### config.mk
export PLATFORM = sky130hd
export DESIGN_NAME = lane_status_flags
export DESIGN_NICKNAME = d
export VERILOG_FILES = /design/src/lane_status_pkg.sv /design/src/lane_flag_if.sv /design/src/lane_flag_capture.sv /design/src/lane_status_flags.sv
export VERILOG_INCLUDE_DIRS = /design/src
export SDC_FILE = /design/constraint.sdc
export NUM_CORES = 1
export LEC_CHECK = 0
export ABC_AREA = 1
export BUFFER_PORTS_ARGS = -buffer_cell sky130_fd_sc_hd__buf_2
export CORE_AREA = 2 2 80 120
export DETAILED_ROUTE_END_ITERATION = 16
export DIE_AREA = 0 0 82 122
export PLACE_DENSITY = 0.59
export SLEW_MARGIN = 25
export SYNTH_ARGS = -nofsm -noshare
export SYNTH_HDL_FRONTEND = slang
export SYNTH_SLANG_ARGS = --single-unit
### constraint.sdc
create_clock -name clk -period 5.3 [get_ports clk]
set_input_delay 0.795 -clock clk [delete_from_list [all_inputs] [get_ports clk]]
set_output_delay 0.795 -clock clk [all_outputs]
set_load 0.05 [all_outputs]
### src/lane_status_defs.svh
// Address map, field positions, reset values and widths of the lane status block.
`ifndef LANE_STATUS_DEFS_SVH
`define LANE_STATUS_DEFS_SVH

`define LANE_CNT 4
`define DATA_W 16
`define ADDR_W 8

`define ADDR_LANE_STATUS 8'h16
`define ADDR_LANE_CTRL 8'h30
`define ADDR_IRQ_STATUS 8'h31
`define ADDR_IRQ_MASK 8'h32

`define COLL_LSB 12
`define DEC_LSB 8
`define PASS_LSB 4
`define LOSS_LSB 0
`define LOSS_EN_LSB 0
`define PAT_EN_LSB 4

`define FLAG_RST 4'h0
`define PASS_RST 4'hF
`define PASS_ALL 4'hF
`define LOSS_EN_RST 4'hF
`define PAT_EN_RST 4'h0
`define WORD_ZERO 16'h0000
`define IRQ_MASK_RST 16'h0000

`endif

### src/lane_status_pkg.sv
// Types shared by the lane status block.
`include "lane_status_defs.svh"

package lane_status_pkg;
   typedef logic [`LANE_CNT-1:0] lane_vec_t;
   typedef logic [`DATA_W-1:0] word_t;
   typedef logic [`ADDR_W-1:0] addr_t;
endpackage : lane_status_pkg

### src/lane_flag_if.sv
// Bundle between the register front end and the per-lane flag capture.
`timescale 1ns/1ps

interface lane_flag_if;
   import lane_status_pkg::*;
   lane_vec_t tx_collision;
   lane_vec_t decode_err;
   lane_vec_t pattern_err;
   lane_vec_t loss_detect;
   lane_vec_t loss_en;
   lane_vec_t pattern_en;
   logic rd_clear;
   lane_vec_t coll_flag;
   lane_vec_t dec_flag;
   lane_vec_t pattern_check_ok;
   lane_vec_t signal_loss_flag;

   modport owner (
      output tx_collision, decode_err, pattern_err, loss_detect, loss_en, pattern_en, rd_clear,
      input coll_flag, dec_flag, pattern_check_ok, signal_loss_flag
   );
   modport capture (
      input tx_collision, decode_err, pattern_err, loss_detect, loss_en, pattern_en, rd_clear,
      output coll_flag, dec_flag, pattern_check_ok, signal_loss_flag
   );
endinterface : lane_flag_if

### src/lane_flag_capture.sv
// Per-lane sticky event flags and pattern pass flags.
`timescale 1ns/1ps
`include "lane_status_defs.svh"

module lane_flag_capture
   import lane_status_pkg::*;
(
   input wire logic clk,
   input wire logic sys_rst,
   lane_flag_if.capture lf
);
   lane_vec_t coll;
   lane_vec_t dec;
   lane_vec_t pass;
   lane_vec_t loss;
   lane_vec_t next_coll;
   lane_vec_t next_dec;
   lane_vec_t next_pass;
   lane_vec_t next_loss;

   // The set term is ORed after the clear so an event in the clearing cycle survives; for the pass flag the test failure is ANDed after the restore.
   for (genvar i = 0; i < `LANE_CNT; i++)
   begin : g_lane
      wire pat_fail = lf.pattern_err[i] & lf.pattern_en[i];
      assign next_coll[i] = lf.tx_collision[i] | (coll[i] & ~lf.rd_clear);
      assign next_dec[i] = lf.decode_err[i] | (dec[i] & ~lf.rd_clear);
      assign next_loss[i] = (lf.loss_detect[i] & lf.loss_en[i]) | (loss[i] & ~lf.rd_clear);
      assign next_pass[i] = ~pat_fail & (pass[i] | lf.rd_clear);
   end

   always_ff @(posedge clk or posedge sys_rst)
   begin
      if (sys_rst)
      begin
         coll <= `FLAG_RST;
         dec <= `FLAG_RST;
         pass <= `PASS_RST;
         loss <= `FLAG_RST;
      end
      else
      begin
         coll <= next_coll;
         dec <= next_dec;
         pass <= next_pass;
         loss <= next_loss;
      end
   end

   assign lf.coll_flag = coll;
   assign lf.dec_flag = dec;
   assign lf.pattern_check_ok = pass;
   assign lf.signal_loss_flag = loss;
endmodule : lane_flag_capture

### src/lane_status_flags.sv
// Lane status register bank with read-to-clear flags, lane control and interrupt.
`timescale 1ns/1ps
`include "lane_status_defs.svh"

module lane_status_flags
   import lane_status_pkg::*;
(
   input wire logic clk,
   input wire logic sys_rst,
   input wire addr_t addr,
   input wire word_t wdata,
   input wire logic wr_stb,
   input wire logic rd_stb,
   output word_t rdata,
   input wire lane_vec_t tx_collision,
   input wire lane_vec_t decode_err,
   input wire lane_vec_t pattern_err,
   input wire lane_vec_t loss_detect,
   output lane_vec_t loss_detect_en,
   output lane_vec_t pattern_test_en,
   output logic irq
);
   lane_flag_if lf ();

   lane_vec_t loss_en;
   lane_vec_t pat_en;
   word_t irq_status;
   word_t irq_mask;
   word_t next_irq_status;

   // Address decode.
   wire hit_status = (addr == `ADDR_LANE_STATUS);
   wire hit_ctrl = (addr == `ADDR_LANE_CTRL);
   wire hit_irq_status = (addr == `ADDR_IRQ_STATUS);
   wire hit_irq_mask = (addr == `ADDR_IRQ_MASK);
   wire rd_status = rd_stb & hit_status;
   wire wr_ctrl = wr_stb & hit_ctrl;
   wire wr_irq_status = wr_stb & hit_irq_status;
   wire wr_irq_mask = wr_stb & hit_irq_mask;

   // Only a read of the status word clears; other reads have no side effect.
   assign lf.rd_clear = rd_status;
   assign lf.tx_collision = tx_collision;
   assign lf.decode_err = decode_err;
   assign lf.pattern_err = pattern_err;
   assign lf.loss_detect = loss_detect;
   assign lf.loss_en = loss_en;
   assign lf.pattern_en = pat_en;

   lane_flag_capture u_capture (
      .clk(clk),
      .sys_rst(sys_rst),
      .lf(lf.capture)
   );

   // Status word as software sees it.
   word_t status_word;
   assign status_word[`COLL_LSB +: `LANE_CNT] = lf.coll_flag;
   assign status_word[`DEC_LSB +: `LANE_CNT] = lf.dec_flag;
   assign status_word[`PASS_LSB +: `LANE_CNT] = lf.pattern_check_ok;
   assign status_word[`LOSS_LSB +: `LANE_CNT] = lf.signal_loss_flag;

   word_t ctrl_word;
   assign ctrl_word = {{(`DATA_W - 2 * `LANE_CNT){1'b0}}, pat_en, loss_en};

   // Interrupt events share the status layout; gated events never raise one.
   word_t irq_event;
   assign irq_event[`COLL_LSB +: `LANE_CNT] = tx_collision;
   assign irq_event[`DEC_LSB +: `LANE_CNT] = decode_err;
   assign irq_event[`PASS_LSB +: `LANE_CNT] = pattern_err & pat_en;
   assign irq_event[`LOSS_LSB +: `LANE_CNT] = loss_detect & loss_en;

   wire word_t irq_clear = wr_irq_status ? wdata : `WORD_ZERO;
   assign next_irq_status = irq_event | (irq_status & ~irq_clear);

   wire word_t read_mux = hit_status ? status_word :
                          hit_ctrl ? ctrl_word :
                          hit_irq_status ? irq_status :
                          hit_irq_mask ? irq_mask : `WORD_ZERO;

   always_ff @(posedge clk or posedge sys_rst)
   begin
      if (sys_rst)
      begin
         loss_en <= `LOSS_EN_RST;
         pat_en <= `PAT_EN_RST;
      end
      else if (wr_ctrl)
      begin
         loss_en <= wdata[`LOSS_EN_LSB +: `LANE_CNT];
         pat_en <= wdata[`PAT_EN_LSB +: `LANE_CNT];
      end
   end

   always_ff @(posedge clk or posedge sys_rst)
   begin
      if (sys_rst)
      begin
         irq_status <= `WORD_ZERO;
         irq_mask <= `IRQ_MASK_RST;
      end
      else
      begin
         irq_status <= next_irq_status;
         if (wr_irq_mask)
         begin
            irq_mask <= wdata;
         end
      end
   end

   // Read data is the word before the clearing edge, so the reported events are those cleared.
   always_ff @(posedge clk or posedge sys_rst)
   begin
      if (sys_rst)
      begin
         rdata <= `WORD_ZERO;
      end
      else
      begin
         rdata <= rd_stb ? read_mux : `WORD_ZERO;
      end
   end

   assign irq = |(irq_status & irq_mask);
   assign loss_detect_en = loss_en;
   assign pattern_test_en = pat_en;
endmodule : lane_status_flags

==> results.yml, run 1 <==
status:
  status: "completed"
layout:
  synthToLayoutAreaGrowth_pct: 19.5
  post-route-util: 0.448
  nets: 521
  final_cell_mix: "nand2_1, buf_2, dfrtp_1, inv_1, nand3_1"
  diodes: 0
  stdcell_area_um2: 4050
  final_common_cell: "nand2_1"
  layout-drive-gt1-share: 0.232
cts:
  post_cts_buffers: 0
  cts_hold_buf: 0
  cts_buffer_depth: 2
  ctsResizeCount: 0
  clock-sinks: 72
  h-tree-depth: 3
  cts_tree: "yes"
  path_clk_slew_ns: 0.05
  clk_latency_ns: 0.33
  root_buffer: "clkbuf_16"
  cts_buffers: 9
routing:
  drt-initial-drc-count: 216
  firstDrtPassIters: 4
  vias_per_cell: 4.85
  wl_um: 8250
  drc: 0
  wl_per_cell_um: 13.9
  ant_nets: 0
  num_vias: 2879
timing:
  final_hold_viol_count: 0
  rsz0062_at_grt: "false"
  fin_crit_sh: 0.487
  fin_skew_ns: 0.00415
  fin_tns_setup_ns: 0
  fmax_mhz: 388
  tightest_slew_ns: 0.908
  holdWs_ns: 0.470
  fin_crit_ns: 2.58
  finalMaxSlewViolations: 0
  setup_viol: 0
  relSlewSlack: 0.395
logic_synthesis:
  syn_inst: 412
  synth_area_um2: 3390
  netlist-cell-type-count: 25
  syn_nets: 456
  ys_seq_elements: 72
  avgSynthCellArea_um2: 8.22
  yosysWarnings: 0
  yosysSeqAreaShare: 0.535
setup_path:
  endpoint_kind: "register"
  critPathLaunch: "addr[0]"
  path_cells: "buf_2 -> inv_1 -> nand2_1 -> nor2_4 -> nand3_1 -> inv_1 -> o21ai_0"
  cp_data_required_time_ns: 5.47
  critPathKind: "in -> reg"
  slowest_stage: "inv_1"
  path_max_fanout: 20
  worst_setup_path_start_kind: "input pin"
  arrival_ns: 2.75
  cpPeakStageDelay_ns: 0.68
  r2r-start: "irq_mask[15]$_DFFE_PP0P_"
  path_common_cell: "inv_1"
global_route:
  grtUsageTotal: 0.183
  use_met3: 0.0230
  antenna_found_initial: 0
  met2_usage: 0.306
  grt_pass1_vias: 2817
  grtUsageMet1: 0.220
  grt_pass1_wl_um: 13700
  grt_max_degree: 73
  top_usage_layer: "met2"
  overflow: 0
power_and_ir_drop:
  max-vdd-ir-drop_mv: 0.164
  p_leak_uw: 0.00227
  power-per-cell-area_nw_per_um2: 318
placed_design:
  globalplace.congestion: 0.794
  place_hpwl_um: 5800
  port_buffers: 68
  placed_area_um2: 3780
floorplan:
  die_x_um: 82
  chipHeight_um: 122
  ios: 69
  initial_core_util: 0.375
  dieArea_um2: 10000
  core_um2: 9040
  rows: 43
min_path:
  worstHoldStart: "u_capture.lf.dec_flag[1]$_DFF_PP0_"
  hold_path.class: "reg -> reg"
job:
  drv_cap: 0
per-stage QoR:
stage / total power (uW) / setup slack, ns / cells
after global routing: 1340 / 2.52 / 594
after floorplan: 708 / 2.69 / 412
final: 1290 / 2.72 / 594
after detailed placement: 760 / 2.33 / 578
after global placement: 757 / 2.42 / 578
after CTS: 1300 / 2.68 / 594
state kept, by name (all words and copies together) (netlist names):
signal,count
u_capture.lf.coll_flag,4
irq_status,16
irq_mask,16
u_capture.lf.signal_loss_flag,4
loss_detect_en,4
u_capture.lf.dec_flag,4
pattern_test_en,4
rdata,16
u_capture.lf.pattern_check_ok,4
cell usage after synthesis (all sizes together):
library cell    n  area (um2)
clkinv          1        5.00
nor3            5        25.0
o21ai          46         260
nor2           32         159
o21a            4        30.0
inv            53         199
or2             3        18.8
a22o            3        26.3
dfrtp          64        1600
nand4           2        12.5
buf            12        77.6
clkbuf          3        11.3
nand3          41         210
dfstp           8         210
nand2         135         539
worst paths after layout:
kind                                                       end  slack (ns)  depth (start not counted)
hold reg to reg             u_capture.lf.dec_flag[1]$_DFF_PP0_        0.47                          2
setup reg to reg                           rdata[15]$_DFF_PP0_        4.40                          4
max in group asynchronous             irq_mask[10]$_DFFE_PP0P_        3.97                          3
min in group asynchronous                  rdata[15]$_DFF_PP0_        0.71                          3
setup / recovery           u_capture.lf.coll_flag[1]$_DFF_PP0_        2.72                          7
hold / removal              u_capture.lf.dec_flag[1]$_DFF_PP0_        0.47                          2
final cells by class:
type / instances / area (um2)
clock buffers: 15 / 258
well taps: 112 / 140
inverters: 54 / 204
flip-flops and latches: 72 / 1810
repair buffers: 69 / 348
clock inverters: 1 / 5.00
multi-input cells: 271 / 1280
fillers: 908 / 4990
critical path, delay by kind of cell:
kind | cells | cell delay, ns
buf+inv | 3 | 0.85
simple gates | 3 | 0.93
compound gates | 1 | 0.18
cells by family after synthesis:
logic type	synth area share
simple gates	0.285
compound gates	0.0935
buf+inv	0.0865
flops	0.535
report_power, final:
part / leakage (uW) / total, uW / internal, uW / switching [uW]
Sequential: 0.000852 / 618 / 589 / 28.8
Clock: 0.000128 / 538 / 329 / 209
Combinational: 0.00129 / 130 / 43.3 / 86.6
Total: 0.00227 / 1290 / 962 / 325
per-layer routing:
metal | routed length [um] | vias up
met5 | 0 | -
met4 | 291 | 0
met3 | 353 | 23
met2 | 4260 | 77
met1 | 3350 | 1362
li1 | - | 1417
(Power assumes the default switching activity.)
==> inputs of run 2 (changes only) <==
Clock period 5.3 ns to 2.4 ns, I/O delays scaled along.
==> results.yml, run 2 (synthesis results as in run 1) <==
cts:
  cts_tree: "yes"
  cts_buffers: 9
  cts_hold_buf: 0
  h-tree-depth: 3
  ctsResizeCount: 0
  clk_latency_ns: 0.33
  path_clk_slew_ns: 0.06
  clock-sinks: 72
  root_buffer: "clkbuf_16"
  post_cts_buffers: 0
  cts_buffer_depth: 2
layout:
  final_cell_mix: "nand2_1, buf_2, dfrtp_1, inv_1, nand3_1"
  fillers: 942
  diodes: 0
  synthToLayoutAreaGrowth_pct: 21.2
  final_common_cell: "nand2_1"
  final_cells: 599
  nets: 526
  post-route-util: 0.454
  layout-drive-gt1-share: 0.238
  largestRegisters: "irq_mask: 16 flops, irq_status: 16 flops, rdata: 16 flops"
placed_design:
  port_buffers: 68
  globalplace.congestion: 0.803
  dp_cells: 583
  place_hpwl_um: 5850
timing:
  fin_skew_ns: 0.00694
  fin_tns_setup_ns: 0
  fin_crit_ns: 1.78
  fmax_mhz: 563
  setup_viol: 0
  finalMaxSlewViolations: 0
  relSlewSlack: 0.633
  final_hold_viol_count: 0
  rsz0062_at_grt: "false"
  tightest_slew_ns: 0.549
  fin_crit_sh: 0.740
setup_path:
  cp_data_required_time_ns: 2.04
  critPathKind: "reg -> out"
  endpoint_kind: "output port"
  r2r-start: "loss_detect_en[2]$_DFFE_PP1P_"
  rr_endpoint: "u_capture.lf.signal_loss_flag[2]$_DFF_PP0_"
  worst_setup_path_start_kind: "register"
  ff2ff_path_depth: 2
  r2r_slack_ns: 1.50
  arrival_ns: 1.42
  path_max_fanout: 3
power_and_ir_drop:
  p_comb_frac: 0.104
  p_leak_uw: 0.00229
  p_int_uw: 2100
  p_sw_frac: 0.254
  p_switching_uw: 715
  power-per-cell-area_nw_per_um2: 687
  pwr-share-clk: 0.412
  max-vdd-ir-drop_mv: 0.377
  p_seq_frac: 0.484
routing:
  drc: 0
  num_vias: 2855
  vias_per_cell: 4.77
  topRoutingLayerUsed: "met4"
  wl_per_cell_um: 13.6
  routed-wl-met2_um: 4370
  wl_um: 8160
  drt-initial-drc-count: 195
  wl_met1_um: 3240
  firstDrtPassIters: 5
  wl_met3_um: 358
  ant_nets: 0
global_route:
  grtUsageTotal: 0.184
  grt_pass1_wl_um: 13600
  grt_max_degree: 73
  grt_pass1_vias: 2907
  overflow: 0
  antenna_found_initial: 0
min_path:
  hold_path.class: "in -> async"
floorplan:
  initial_core_util: 0.375
  rows: 43
  ios: 69
  dieArea_um2: 10000
  core_um2: 9040
  die_x_um: 82
  chipHeight_um: 122
status:
  status: "completed"
job:
  drv_cap: 0
==> run 2: changes by cell type in the layout (fill, tap and decap cells not counted) <==
cell and change:
clkinvlp_4 +1, buf_4 +3, clkbuf_1 +1, clkbuf_8 -1
buf_12 +2, clkinv_2 -1
==> run 2: cell type report <==
class	instances	area [um2]	share of cell area
clock buffers	15	248	0.0604
clock inverters	1	7.51	0.00183
inverters	54	204	0.0497
multi-input cells	271	1280	0.312
flip-flops and latches	72	1810	0.442
well taps	112	140	0.0342
repair buffers	74	410	0.100
==> run 2: power groups by stage <==
stage,registers [uW],clock network (uW),logic [uW]
3_5_place_dp,1380,0,298
4_1_cts,1360,1200,299
6_report,1360,1160,292
2_1_floorplan,1390,0,172
3_3_place_gp,1380,0,290
5_1_grt,1380,1250,333
==> run 2: worst max path at each step <==
stage | startpoint | endpoint | slack (ns)
floorplan | sys_rst | irq_mask[0]$_DFFE_PP0P_ | 0.23
global placement | addr[0] | irq_mask[9]$_DFFE_PP0P_ | 0.56
detailed placement | addr[0] | irq_mask[14]$_DFFE_PP0P_ | 0.44
CTS | irq_status[2]$_DFF_PP0_ | irq | 0.63
global route | addr[0] | irq_mask[1]$_DFFE_PP0P_ | 0.54
finish | irq_status[1]$_DFF_PP0_ | irq | 0.62
==> run 2: stage by stage <==
step           cell area (um2)  total power [uW]  hold slack, ns  worst slack [ns]
3_3_place_gp              3850              1670           0.454             0.563
2_1_floorplan             3390              1560           0.442             0.228
5_1_grt                   4100              2960           0.114             0.536
3_5_place_dp              3850              1680           0.459             0.444
6_report                  4100              2820          0.0734             0.625
4_1_cts                   4100              2860           0.114             0.628
==> run 2: worst max-delay path: stages (launching register included) <==
cell	delay, ns
dfrtp_1	0.41
nand2_1	0.07
nand4_1	0.12
nor2_1	0.15
nand3_1	0.11
buf_2	0.22
==> run 2: layer usage <==
layer,global-route usage,vias to the layer above
met5,0,-
met4,0.0990,0
met3,0.0444,17
met2,0.313,71
met1,0.206,1342
li1,-,1425
